<file path="config.mk">
export PLATFORM = sky130hd
export DESIGN_NAME = mqcp_config_port
export DESIGN_NICKNAME = d
export VERILOG_FILES = /design/src/common/mqcp_pkg.sv /design/src/design/mqcp_fifo.sv /design/src/design/mqcp_cfg_mem.sv /design/src/design/mqcp_config_port.sv
export SDC_FILE = /design/constraint.sdc
export NUM_CORES = 1
export LEC_CHECK = 0
export BUFFER_PORTS_ARGS = -buffer_cell sky130_fd_sc_hd__buf_2
export CAP_MARGIN = 20
export CORE_MARGIN = 3
export CORE_UTILIZATION = 44
export CTS_CLUSTER_SIZE = 20
export DETAILED_ROUTE_END_ITERATION = 10
export SLEW_MARGIN = 20
export SYNTH_ARGS = -nofsm -noshare
export SYNTH_HDL_FRONTEND = slang
export SYNTH_SLANG_ARGS = --single-unit
</file>
<file path="constraint.sdc">
create_clock -name i_clk -period 7.4 [get_ports i_clk]
set_clock_uncertainty 0.2 [all_clocks]
set_input_delay 0.37 -clock i_clk [delete_from_list [all_inputs] [get_ports i_clk]]
set_output_delay 0.37 -clock i_clk [all_outputs]
set_load 0.005 [all_outputs]
</file>
<file path="src/common/mqcp_pkg.sv">
// Shared constants, types and decoders of the configuration port and queue bookkeeping
package mqcp_pkg;

   ////////////////////////////////////////////////////////////////////////////////
   // Register sequence indices, in write and read order
   localparam logic [3:0] MQCP_IDX_OPTIONS = 4'h0;
   localparam logic [3:0] MQCP_IDX_Q1_LEN = 4'h1;
   localparam logic [3:0] MQCP_IDX_Q2_LEN = 4'h2;
   localparam logic [3:0] MQCP_IDX_CELL_LEN = 4'h3;
   localparam logic [3:0] MQCP_IDX_Q1_FILL = 4'h4;
   localparam logic [3:0] MQCP_IDX_LAST = 4'h9;
   localparam int unsigned MQCP_REG_COUNT = 10;

   // Implemented bits of each register on the 8-bit programming bus
   localparam logic [7:0] MQCP_MASK_OPTIONS_WR = 8'h1f;
   localparam logic [7:0] MQCP_MASK_OPTIONS_RD = 8'h0f;
   localparam logic [7:0] MQCP_MASK_Q1_LEN = 8'h1f;
   localparam logic [7:0] MQCP_MASK_Q2_LEN = 8'h0f;
   localparam logic [7:0] MQCP_MASK_CELL_LEN = 8'h3f;
   localparam logic [7:0] MQCP_MASK_THRESHOLD = 8'hff;

   // Option bit positions inside bus_options
   localparam int unsigned MQCP_OPT_OUT_WIDTH = 0;
   localparam int unsigned MQCP_OPT_OUT_STUFF = 1;
   localparam int unsigned MQCP_OPT_IN_WIDTH = 2;
   localparam int unsigned MQCP_OPT_IN_STUFF = 3;
   localparam int unsigned MQCP_OPT_IN_BIG_ENDIAN = 4;

   // Fixed low bits of the nine-bit thresholds
   localparam logic MQCP_FILL_LSB = 1'b1;
   localparam logic MQCP_DRAIN_LSB = 1'b0;

   localparam int unsigned MQCP_WORD_W = 18;

   ////////////////////////////////////////////////////////////////////////////////
   // Programming pins as seen after synchronisation
   typedef struct packed {
      logic strobe_n;
      logic rw;
      logic oe_n;
      logic request_n;
      logic [7:0] data;
   } mqcp_pin_t;

   localparam mqcp_pin_t MQCP_PIN_IDLE = 12'hb00;

   // One write-side word on its way to a queue
   typedef struct packed {
      logic [1:0] queue;
      logic abort;
      logic [MQCP_WORD_W-1:0] data;
   } mqcp_entry_t;

   ////////////////////////////////////////////////////////////////////////////////
   function automatic logic [7:0] mqcp_reg_mask(input logic [3:0] idx, input logic for_read);
      logic [7:0] mask;
      case (idx)
         MQCP_IDX_OPTIONS: mask = for_read ? MQCP_MASK_OPTIONS_RD : MQCP_MASK_OPTIONS_WR;
         MQCP_IDX_Q1_LEN: mask = MQCP_MASK_Q1_LEN;
         MQCP_IDX_Q2_LEN: mask = MQCP_MASK_Q2_LEN;
         MQCP_IDX_CELL_LEN: mask = MQCP_MASK_CELL_LEN;
         default: mask = (idx <= MQCP_IDX_LAST) ? MQCP_MASK_THRESHOLD : 8'h00;
      endcase
      return mask;
   endfunction : mqcp_reg_mask

   function automatic logic [1:0] mqcp_select_queue(input logic hi, input logic lo);
      return hi ? (lo ? 2'h2 : 2'h1) : 2'h0;
   endfunction : mqcp_select_queue

endpackage : mqcp_pkg

</file>
<file path="src/design/mqcp_fifo.sv">
// Small write-side FIFO with registered full and empty flags
`timescale 1ns/10ps
module mqcp_fifo
   import mqcp_pkg::*;
#(
   parameter int unsigned WIDTH = 21,
   parameter int unsigned DEPTH = 4
)
(
   // Clock and reset
   input wire logic i_clk,
   input wire logic i_reset_n,
   // Filling side
   input wire logic i_in_valid,
   output logic o_in_ready,
   input wire logic [WIDTH-1:0] i_in_data,
   // Draining side
   output logic o_out_valid,
   input wire logic i_out_ready,
   output logic [WIDTH-1:0] o_out_data
);
   localparam int unsigned AW = $clog2(DEPTH);

   if (DEPTH < 2 || (1 << AW) != DEPTH)
   begin : g_bad_depth
      $error("mqcp_fifo depth must be a power of two of at least two");
   end

   typedef struct packed {
      logic [DEPTH-1:0][WIDTH-1:0] words;
      logic [AW-1:0] wr_ptr;
      logic [AW-1:0] rd_ptr;
      logic [AW:0] count;
      logic in_ready;
      logic out_valid;
   } mqcp_fifo_state_t;

   mqcp_fifo_state_t st;
   mqcp_fifo_state_t next_st;
   logic push;
   logic pop;

   ////////////////////////////////////////////////////////////////////////////////
   // Flags come from flops so neither side sees a combinational path through here
   always_comb
   begin
      next_st = st;
      push = i_in_valid && st.in_ready;
      pop = st.out_valid && i_out_ready;
      if (push)
      begin
         next_st.words[st.wr_ptr] = i_in_data;
         next_st.wr_ptr = st.wr_ptr + 1'b1;
      end
      if (pop)
      begin
         next_st.rd_ptr = st.rd_ptr + 1'b1;
      end
      next_st.count = st.count + (AW+1)'(push) - (AW+1)'(pop);
      next_st.in_ready = next_st.count != (AW+1)'(DEPTH);
      next_st.out_valid = next_st.count != '0;
   end

   always_ff @(posedge i_clk or negedge i_reset_n)
   begin
      if (!i_reset_n)
      begin
         st <= '0;
         st.in_ready <= 1'b1;
      end
      else
      begin
         st <= next_st;
      end
   end

   assign o_in_ready = st.in_ready;
   assign o_out_valid = st.out_valid;
   assign o_out_data = st.words[st.rd_ptr];

endmodule : mqcp_fifo

</file>
<file path="src/design/mqcp_cfg_mem.sv">
// Configuration register storage with registered read data
`timescale 1ns/10ps
module mqcp_cfg_mem
   import mqcp_pkg::*;
#(
   parameter int unsigned DEPTH = MQCP_REG_COUNT,
   parameter int unsigned WIDTH = 8,
   parameter int unsigned AW = 4
)
(
   // Clock and reset
   input wire logic i_clk,
   input wire logic i_reset_n,
   // Write port
   input wire logic i_wr_en,
   input wire logic [AW-1:0] i_wr_addr,
   input wire logic [WIDTH-1:0] i_wr_data,
   // Read port
   input wire logic [AW-1:0] i_rd_addr,
   output logic [WIDTH-1:0] o_rd_data
);
   if (DEPTH > (1 << AW))
   begin : g_bad_size
      $error("mqcp_cfg_mem depth does not fit the address width");
   end

   typedef struct packed {
      logic [DEPTH-1:0][WIDTH-1:0] words;
      logic [WIDTH-1:0] rd;
   } mqcp_mem_state_t;

   mqcp_mem_state_t st;
   mqcp_mem_state_t next_st;

   always_comb
   begin
      next_st = st;
      if (i_wr_en && 32'(i_wr_addr) < DEPTH)
      begin
         next_st.words[i_wr_addr] = i_wr_data;
      end
      // Out-of-range addresses read as zero
      next_st.rd = (32'(i_rd_addr) < DEPTH) ? st.words[i_rd_addr] : '0;
   end

   always_ff @(posedge i_clk or negedge i_reset_n)
   begin
      if (!i_reset_n)
      begin
         st <= '0;
      end
      else
      begin
         st <= next_st;
      end
   end

   assign o_rd_data = st.rd;

endmodule : mqcp_cfg_mem

</file>
<file path="src/design/mqcp_config_port.sv">
// Configuration programming port and three-queue cell bookkeeping
`timescale 1ns/10ps
//
// Contract
// - Programming bus driven only while output enable low and read selected.
// - Each strobe rising edge in read mode advances to next register.
// - After the tenth register, the next read returns bus_options again.
// - Unimplemented bus bits read back as zero.
// - Write order options, lengths, cell length, six thresholds, all low-aligned.
// - Reads follow write order; bus_options shows only its low four bits.
// - Byte output: cell-ready drops on first byte if stuffing, else last.
// - Select high/low reads queue 2, both high queue 3, if cell ready.
// - Blocked read on a newly selected queue outputs its held word.
// - Abort with a queue's write enable discards its unconfirmed words.
// - Cells complete into whichever queue's write enable is active.
// - Writes on strobe fall with owner ready low and write selected; ten max.
// - Bus request low drops input owner ready after two clock edges.
// - Fill thresholds are nine bits with a fixed one as LSB.
// - Drain thresholds are nine bits with a fixed zero as LSB.
module mqcp_config_port
   import mqcp_pkg::*;
#(
   parameter int unsigned CELLS_MAX = 8,
   parameter int unsigned FIFO_DEPTH = 4
)
(
   // Clock and reset
   input wire logic i_clk,
   input wire logic i_reset_n,
   // Programming pins
   input wire logic i_program_strobe_n,
   input wire logic i_program_read_select,
   input wire logic i_program_output_enable_n,
   input wire logic i_program_bus_request_n,
   input wire logic [7:0] i_program_bus,
   output logic [7:0] o_program_bus,
   output logic o_program_bus_oe,
   output logic o_input_owner_ready,
   output logic o_config_done,
   // Write side
   input wire logic i_queue1_write_enable,
   input wire logic i_queue2_write_enable,
   input wire logic i_queue3_write_enable,
   input wire logic i_cell_abort,
   input wire logic [MQCP_WORD_W-1:0] i_write_data,
   output logic o_write_ready,
   // Read side
   input wire logic i_read_enable,
   input wire logic i_queue_select_lo,
   input wire logic i_queue_select_hi,
   output logic [MQCP_WORD_W-1:0] o_read_data,
   output logic o_queue1_cell_ready,
   output logic o_queue2_cell_ready,
   output logic o_queue3_cell_ready,
   output logic [2:0] o_queue_level_flag
);
   localparam int unsigned CW = $clog2(CELLS_MAX + 1);
   localparam int unsigned PIN_W = $bits(mqcp_pin_t);
   localparam int unsigned ENTRY_W = $bits(mqcp_entry_t);

   if (CELLS_MAX < 1 || CW > 9)
   begin : g_bad_cells
      $error("mqcp_config_port cell count must be between 1 and 511");
   end

   typedef struct packed {
      mqcp_pin_t s1;
      mqcp_pin_t s2;
      mqcp_pin_t s3;
      mqcp_pin_t pins;
      logic strobe_d;
      logic req_dly;
      logic owner_ready;
      logic [3:0] wr_ptr;
      logic cfg_done;
      logic [3:0] rd_ptr;
      logic [3:0] rd_shown;
      logic [7:0] bus_out;
      logic bus_oe;
      logic [4:0] options;
      logic [5:0] cell_len;
      logic [2:0][7:0] fill_thr;
      logic [2:0][7:0] drain_thr;
      logic [2:0][5:0] pend;
      logic [2:0][5:0] rd_word;
      logic [2:0][CW-1:0] cells;
      logic [2:0][MQCP_WORD_W-1:0] latest;
      logic [2:0][MQCP_WORD_W-1:0] held;
      logic [2:0] cell_ready;
      logic [2:0] level_flag;
      logic byte_phase;
      logic [1:0] sel_q;
      logic [MQCP_WORD_W-1:0] rd_data;
   } mqcp_state_t;

   mqcp_state_t st;
   mqcp_state_t next_st;
   mqcp_pin_t pins_now;
   logic [PIN_W-1:0] agree;
   logic strobe_rise;
   logic strobe_fall;
   logic cfg_we;
   logic [7:0] cfg_wdata;
   logic [7:0] mem_rd;
   logic [3:0] tix;
   mqcp_entry_t in_entry;
   mqcp_entry_t out_entry;
   logic [ENTRY_W-1:0] out_raw;
   logic in_valid;
   logic out_valid;
   logic out_ready;
   logic take;
   logic [1:0] dq;
   logic [1:0] rq;
   logic rd_go;
   logic byte_mode;
   logic stuff;
   logic last_word;
   logic word_done;
   logic cell_done;
   logic [2:0] inc;
   logic [2:0] dec;

   ////////////////////////////////////////////////////////////////////////////////
   // Write-side entry: lowest numbered enable wins if several are raised
   assign pins_now = '{strobe_n: i_program_strobe_n, rw: i_program_read_select,
                       oe_n: i_program_output_enable_n, request_n: i_program_bus_request_n,
                       data: i_program_bus};
   assign in_valid = st.owner_ready &&
                     (i_queue1_write_enable || i_queue2_write_enable || i_queue3_write_enable);
   assign in_entry = '{queue: i_queue1_write_enable ? 2'h0 : (i_queue2_write_enable ? 2'h1 : 2'h2),
                       abort: i_cell_abort, data: i_write_data};
   assign out_entry = mqcp_entry_t'(out_raw);

   mqcp_fifo #(
      .WIDTH(ENTRY_W),
      .DEPTH(FIFO_DEPTH)
   ) u_fifo (
      .i_clk(i_clk),
      .i_reset_n(i_reset_n),
      .i_in_valid(in_valid),
      .o_in_ready(o_write_ready),
      .i_in_data(ENTRY_W'(in_entry)),
      .o_out_valid(out_valid),
      .i_out_ready(out_ready),
      .o_out_data(out_raw)
   );

   mqcp_cfg_mem #(
      .DEPTH(MQCP_REG_COUNT),
      .WIDTH(8),
      .AW(4)
   ) u_mem (
      .i_clk(i_clk),
      .i_reset_n(i_reset_n),
      .i_wr_en(cfg_we),
      .i_wr_addr(st.wr_ptr),
      .i_wr_data(cfg_wdata),
      .i_rd_addr(st.rd_ptr),
      .o_rd_data(mem_rd)
   );

   ////////////////////////////////////////////////////////////////////////////////
   always_comb
   begin
      next_st = st;
      inc = 3'h0;
      dec = 3'h0;

      // Pins pass three stages; a bit moves only when stages two and three agree
      next_st.s1 = pins_now;
      next_st.s2 = st.s1;
      next_st.s3 = st.s2;
      agree = st.s2 ~^ st.s3;
      next_st.pins = mqcp_pin_t'((st.s2 & agree) | (st.pins & ~agree));
      next_st.strobe_d = st.pins.strobe_n;
      strobe_rise = st.pins.strobe_n && !st.strobe_d;
      strobe_fall = !st.pins.strobe_n && st.strobe_d;

      // Two edges from a settled request to the ownership change
      next_st.req_dly = st.pins.request_n;
      next_st.owner_ready = st.req_dly;

      // Configuration writes; the sequence locks after the tenth
      cfg_we = strobe_fall && !st.owner_ready && !st.pins.rw && !st.cfg_done;
      cfg_wdata = st.pins.data & mqcp_reg_mask(st.wr_ptr, 1'b0);
      tix = st.wr_ptr - MQCP_IDX_Q1_FILL;
      if (cfg_we)
      begin
         if (st.wr_ptr == MQCP_IDX_LAST)
         begin
            next_st.cfg_done = 1'b1;
         end
         else
         begin
            next_st.wr_ptr = st.wr_ptr + 4'h1;
         end
         if (st.wr_ptr == MQCP_IDX_OPTIONS)
         begin
            next_st.options = cfg_wdata[4:0];
         end
         else if (st.wr_ptr == MQCP_IDX_CELL_LEN)
         begin
            next_st.cell_len = cfg_wdata[5:0];
         end
         else if (st.wr_ptr >= MQCP_IDX_Q1_FILL)
         begin
            if (tix[0])
            begin
               next_st.drain_thr[tix[2:1]] = cfg_wdata;
            end
            else
            begin
               next_st.fill_thr[tix[2:1]] = cfg_wdata;
            end
         end
      end

      // Readback walks the same sequence and wraps to bus_options
      if (strobe_rise && st.pins.rw)
      begin
         next_st.rd_ptr = (st.rd_ptr == MQCP_IDX_LAST) ? MQCP_IDX_OPTIONS
                                                       : st.rd_ptr + 4'h1;
      end
      next_st.rd_shown = st.rd_ptr;
      next_st.bus_out = mem_rd & mqcp_reg_mask(st.rd_shown, 1'b1);
      next_st.bus_oe = !st.pins.oe_n && st.pins.rw;

      // Drain stalls on a full queue, so the FIFO fills and back-pressures writers
      dq = out_entry.queue;
      out_ready = st.cfg_done && st.cells[dq] != CW'(CELLS_MAX);
      take = out_valid && out_ready;
      if (take)
      begin
         if (out_entry.abort)
         begin
            next_st.pend[dq] = 6'h00;
         end
         else
         begin
            next_st.latest[dq] = out_entry.data;
            if (st.pend[dq] + 6'h01 == st.cell_len)
            begin
               next_st.pend[dq] = 6'h00;
               inc[dq] = 1'b1;
            end
            else
            begin
               next_st.pend[dq] = st.pend[dq] + 6'h01;
            end
         end
      end

      // Read side
      rq = mqcp_select_queue(i_queue_select_hi, i_queue_select_lo);
      rd_go = i_read_enable && st.cell_ready[rq];
      byte_mode = st.options[MQCP_OPT_OUT_WIDTH];
      stuff = st.options[MQCP_OPT_OUT_STUFF];
      last_word = st.rd_word[rq] == st.cell_len - 6'h01;
      word_done = !byte_mode || st.byte_phase || (stuff && last_word);
      cell_done = last_word && (!byte_mode || (stuff ? !st.byte_phase : st.byte_phase));
      next_st.sel_q = rq;
      if (rd_go)
      begin
         if (!byte_mode || !st.byte_phase)
         begin
            next_st.held[rq] = st.latest[rq];
            next_st.rd_data = st.latest[rq];
         end
         else
         begin
            next_st.rd_data = {st.held[rq][8:0], st.held[rq][17:9]};
         end
         next_st.byte_phase = byte_mode && !word_done;
         if (word_done)
         begin
            next_st.rd_word[rq] = cell_done ? 6'h00 : st.rd_word[rq] + 6'h01;
         end
         dec[rq] = cell_done;
      end
      else if (rq != st.sel_q)
      begin
         // Switching without a read shows what the new queue last presented
         next_st.rd_data = st.held[rq];
      end

      for (int k = 0; k < 3; k++)
      begin
         next_st.cells[k] = st.cells[k] + CW'(inc[k]) - CW'(dec[k]);
         next_st.cell_ready[k] = next_st.cells[k] != '0;
         if (9'(next_st.cells[k]) >= {st.fill_thr[k], MQCP_FILL_LSB})
         begin
            next_st.level_flag[k] = 1'b0;
         end
         else if (9'(next_st.cells[k]) <= {st.drain_thr[k], MQCP_DRAIN_LSB})
         begin
            next_st.level_flag[k] = 1'b1;
         end
      end
   end

   ////////////////////////////////////////////////////////////////////////////////
   // Pointers start at the first register after every reset
   always_ff @(posedge i_clk or negedge i_reset_n)
   begin
      if (!i_reset_n)
      begin
         st <= '0;
         st.s1 <= MQCP_PIN_IDLE;
         st.s2 <= MQCP_PIN_IDLE;
         st.s3 <= MQCP_PIN_IDLE;
         st.pins <= MQCP_PIN_IDLE;
         st.strobe_d <= 1'b1;
         st.req_dly <= 1'b1;
         st.owner_ready <= 1'b1;
         st.level_flag <= 3'h7;
      end
      else
      begin
         st <= next_st;
      end
   end

   assign o_program_bus = st.bus_out;
   assign o_program_bus_oe = st.bus_oe;
   assign o_input_owner_ready = st.owner_ready;
   assign o_config_done = st.cfg_done;
   assign o_read_data = st.rd_data;
   assign o_queue1_cell_ready = st.cell_ready[0];
   assign o_queue2_cell_ready = st.cell_ready[1];
   assign o_queue3_cell_ready = st.cell_ready[2];
   assign o_queue_level_flag = st.level_flag;
endmodule : mqcp_config_port

</file>
After elaboration in Yosys (flattened, before gate mapping)

Index checks and enable logic that the tools add are counted.

$add $sub $neg: 16
Magnitude comparators: 23
Equality and inequality tests: 13
Multiplexer cells: 69
Bitwise logic cells: 15
Reductions and logical operators: 57

Operator list:

| cell                | count |
|---|---|
| $mux W18            | 9 |
| $bwmux W54          | 2 |
| $bwmux W84          | 1 |
| $bwmux W80          | 1 |
| $bmux W18 S2        | 2 |
| $demux W18 S2       | 2 |
| $bwmux W24          | 2 |
| $mux W8             | 6 |
| $pmux W8 S3         | 2 |
| $bmux W21 S2        | 1 |
| $demux W21 S2       | 1 |
| $mux W21            | 2 |
| $bwmux W18          | 2 |
| $bmux W8 S4         | 1 |
| $demux W8 S4        | 1 |
| $mux W6             | 5 |
| $ge A4 B9 Y1        | 3 |
| $le A4 B9 Y1        | 3 |
| $and A12 B12 Y12    | 2 |
| $bmux W6 S2         | 2 |
| $demux W6 S2        | 2 |
| $logic_and A1 B1 Y1 | 21 |
| $and A18 B18 Y18    | 1 |
| $not A18 Y18        | 1 |
| 47 further kinds    | 118 |

Flip-flop bits (word level): 493
Bits of input ports: 39
Output and inout bits: 36
Word-level logic and storage cells: 272

Longest topological paths before layout

Depth after elaboration: 14
Mapped depth: 22
Gate-level depth less buffers: 21

Modules after synthesis

A second synthesis with hierarchy kept.

Cell total of the unflattened synthesis: 1767
Area, all modules: 22312.6 um^2

Modules (own cells, without submodules):

| module           | times used | cells each | area an instance (um^2) |
|---|---|---|---|
| mqcp_config_port | 1          | 1259       | 14238.7 |
| mqcp_fifo        | 1          | 238        | 4058.9 |
| mqcp_cfg_mem     | 1          | 270        | 4015.1 |

Worst setup path before layout

OpenSTA, ideal clock, no wires.

Path kind: register -> register
Start point: register u_fifo.st[5] (netlist bit)
End point: register st, in the netlist o_queue_level_flag[1]
Library setup time: 0.062 ns
Arrival: 4.770 ns
Slack: 2.368 ns
Stages on the path, launching flop included: 23
Path buffers: 3
Clock period less this slack: 5.032 ns
Cell sequence: dfrtp_1 buf_6 mux4_2 buf_4 mux2i_1 o2bb2ai_2 nand3_2 and3b_2 xnor3_1 or4_4 buf_6 nand2b_1 ha_1 inv_1 ha_1 inv_1 fa_1 inv_1 ha_1 a21o_1 a21o_1 a21oi_1 o32a_1

RTL lines:

| element                | RTL line                | source |
|---|---|---|
| start, declared        | mqcp_fifo.sv:38         | `mqcp_fifo_state_t st;` |
| start signal, assigned | mqcp_fifo.sv:73         | `st <= next_st;` |
| end signal, assigned   | mqcp_config_port.sv:320 | `st <= next_st;` |
| end, declared          | mqcp_config_port.sv:96  | `mqcp_state_t st;` |

==> impl_metrics.csv <==
group,metric,value,unit
run_status,status,"finished clean",
detailed_routing,drtIter0Drc,842,
job,cap_violations,0,
floorplanning,rows,80,
power,power_density,360,nW/um^2
sta,max_freq,173,MHz
logic_synthesis,synth_cells,1783,
setup_path,cpPeakStageDelay,0.57,ns
setup_path,cp-end-kind,"flop",
clock_network,cts.htree.levels,2,
logic_synthesis,synth.distinct_cells,62,
setup_path,path_cells,"buf_4, mux4_2, nor2b_1, o2bb2ai_1, nand3_2, and3b_2, xnor3_1, or4_4, nand2b_1, ha_1, inv_1, ha_1, inv_1, fa_1, inv_1, ha_1, a21o_1, a21o_1, a21oi_1, o32a_1",
global_route,grt-ovfl-total,0,
clock_network,cts.reportedPaths.clkPinSlew,0.06,ns
sta,worst_pin_slew,1.09,ns
detailed_routing,ant_nets,0,
sta,finalHoldViolations,0,
setup_path,crit_path_start_kind,"flop",
logic_synthesis,netlist_area,21800,um^2
setup_path,crit_path_top_delay_cell,"or4_4",
setup_path,crit_family,"simple AND/OR/NAND/NOR gates",
power,pwr-share-seq,41.9,%
logic_synthesis,ys_seq_elements,493,
final_layout,area_growth,13.6,%
setup_path,crit_buf_inv,4,
sta,slew_headroom,26.8,%
clock_network,cts_tree,"built",
detailed_routing,num_vias,13400,
floorplanning,initial_utilization,45.1,%
power,power.leakage,11.3,nW
clock_network,ctsResizeCount,0,
floorplanning,ios,75,
final_layout,regArea,12400,um^2
sta,min_period,5.76,ns
final_layout,drive_gt1_share,24.8,%
setup_path,critPathKind,"reg -> reg",
global_route,grt_use_total,17.8,%
placed_design,port_buffers,74,
logic_synthesis,yosysWarnings,0,
detailed_routing,routed_via_density,5.26,
clock_network,clock-sinks,493,
hold_path,hold_path.class,"reg -> reg",
floorplanning,core_area,48300,um^2
power,p_sw,2.74,mW
floorplanning,dieHeight,229,um
logic_synthesis,ys.flop_type,"dfrtp_1",
detailed_routing,wl_per_cell,17.8,um
placed_design,place.gp.congestion,0.815,
sta,grt_setup_unrepaired,"false",
logic_synthesis,async_flop_share,100,%
logic_synthesis,syn-num-nets,1870,
global_route,grt_start_max_net_pins,161,
floorplanning,fp.dieW,229,um
final_layout,n_antenna_cell,0,
sta,layout_setup_ws,1.64,ns
final_layout,fillCellCount,4138,
clock_network,post_cts_buffers,0,
sta,setup_viol,0,
floorplanning,design.die.area,52300,um^2
sta,period_share,77.9,%
power,internal_power,6.16,mW
logic_synthesis,synth_edf_count,0,
setup_path,crit_required,7.72,ns
sta,setup_tns,0,ns
power,p_sw_share,30.8,%
final_layout,fin_nets,1933,
sta,drv_slew,0,
placed_design,post-place-ws,1.63,ns
global_route,grt_antenna_before_repair,0,
detailed_routing,wl,45400,um
power,p_clk_share,30.0,%
global_route,grt_pass1_vias,13800,
power,ir_worst_vdd,0.000177,V
placed_design,dp_hpwl,29700,um
logic_synthesis,synth_area_per_cell,12.2,um^2
final_layout,multi_input_area,8640,um^2
detailed_routing,drt_pre_antenna_iters,7,
detailed_routing,drc,0,
setup_path,crit_arrival,6.09,ns
clock_network,cts_root_buffer,"clkbuf_16",
global_route,grt_pass1_wl,75600,um
clock_network,cts_hold_buf,36,
clock_network,clock_latency,0.59,ns
clock_network,cts_buffers,53,
clock_network,clock_path_buffers,3,
power,combPwrFrac,28.1,%
logic_synthesis,yosysSeqAreaShare,56.7,%
setup_path,path_max_fanout,22,
## stage by stage
stage	cells	instance area, um^2	utilization, %	hold WS, ns	total power [mW]
6_report	2543	24800	51.2	0.144	8.91
5_1_grt	2543	24800	51.2	0.148	9.48
4_1_cts	2543	24800	51.2	0.0630	9.01
3_5_place_dp	2411	22600	46.7	0.135	6.28
3_3_place_gp	2411	22600	46.7	0.134	6.17
2_1_floorplan	1783	21800	-	-0.126	5.60
## cells in the mapped netlist, types with 5 or more instances
cell type	n	area, um^2
nor4_1	5	31.3
o21ai_0	181	906
mux2i_1	68	681
a22o_1	8	70.1
a32o_1	10	100
mux2_2	221	2490
and2_1	16	100
nor2_1	63	236
inv_1	60	225
mux4_2	35	788
buf_4	31	233
nand3_1	11	55.1
ha_1	44	551
o31ai_1	8	60.1
a211oi_1	8	60.1
xnor2_1	30	263
dfrtp_1	474	11900
clkbuf_1	67	251
maj3_1	12	120
or4_1	7	52.6
buf_2	7	35.0
a221oi_1	7	61.3
buf_1	15	56.3
a21oi_1	50	250
nand2_1	209	785
xor2_1	8	70.1
nor2b_1	9	56.3
nand2b_1	11	68.8
dfstp_2	19	499
a21o_1	18	135
nor3_1	9	45.0
## power groups by stage
stage                     registers (mW)  clock network (mW)  logic, mW
after CTS                           3.73                2.75       2.53
after global routing                3.82                2.86       2.81
final                               3.73                2.67       2.50
after global placement              3.75                   0       2.42
after detailed placement            3.78                   0       2.50
after floorplan                     3.62                   0       1.98
## final timing paths
check	startpoint	end	slack [ns]	cells past startpoint
min in group asynchronous	i_reset_n	o_program_bus[6]$_DFF_PN0_	0.16	2
setup reg to reg	u_fifo.st[5]$_DFFE_PN0P_	o_queue_level_flag[1]$_DFFE_PN1P_	1.64	20
hold reg to reg	next_st[291]$_DFF_PN0_	next_st[279]$_DFF_PN0_	0.14	0
setup / recovery	u_fifo.st[5]$_DFFE_PN0P_	o_queue_level_flag[1]$_DFFE_PN1P_	1.64	20
hold / removal	next_st[291]$_DFF_PN0_	next_st[279]$_DFF_PN0_	0.14	0
max in group asynchronous	i_reset_n	u_fifo.st[12]$_DFFE_PN0P_	5.53	3
## kinds of logic (layout without fill, tap and decap cells)
family                     Yosys count  count (layout)  synth area share [%]
buffers and inverters              183             287                  3.83
DFF                                493             493                  56.7
adders and majority gates           60              60                  3.44
AOI/OAI and AO/OA                  315             315                  8.57
and+or+nand+nor                    366             366                  7.50
xor gates and xnor gates            40              40                  1.73
muxes                              326             326                  18.3
## metal layers
layer / GRT usage, % / vias up / routed length (um)
met2: 27.1 / 211 / 20100
li1: - / 6353 / -
met3: 2.36 / 53 / 1530
met4: 4.79 / 0 / 859
met1: 26.9 / 6760 / 22900
met5: 0 / - / 0
## sequential cells by signal, summed over array words and instances (netlist names), 3 cells and up, named ones only
signal / count
o_read_data: 18
u_mem.o_rd_data: 8
o_queue_level_flag: 3
next_st: 29
o_program_bus: 8
u_fifo.st: 91
st: 235
u_mem.st: 80
## placed cells by master, fill, tap and decap left out, types with 9 or more instances in the layout
| cell | count |
|---|---|
| xnor2_1 | 30 |
| clkbuf_1 | 12 |
| inv_1 | 60 |
| buf_4 | 19 |
| mux2i_1 | 68 |
| nand2b_1 | 11 |
| nand3_1 | 11 |
| clkbuf_8 | 17 |
| and2_1 | 16 |
| dfstp_2 | 19 |
| nand2_1 | 205 |
| dfrtp_1 | 474 |
| maj3_1 | 12 |
| o21ai_0 | 181 |
| nor2b_1 | 9 |
| clkbuf_16 | 55 |
| a21oi_1 | 50 |
| mux2_2 | 221 |
| a32o_1 | 10 |
| buf_2 | 73 |
| a21o_1 | 18 |
| nor2_1 | 60 |
| nor3_1 | 9 |
| dlygate4sd3_1 | 36 |
| ha_1 | 44 |
| mux4_2 | 35 |
## cell type report
| class | count | share of cell area [%] |
|---|---|---|
| flip-flops and latches | 493 | 49.9 |
| multi-input cells | 1107 | 34.9 |
| clock buffers | 84 | 6.68 |
| inverters | 60 | 0.909 |
| clock inverters | 12 | 0.571 |
| well taps | 656 | 3.31 |
| repair buffers | 131 | 3.73 |
No activity file was read; power rests on OpenSTA's default activity.
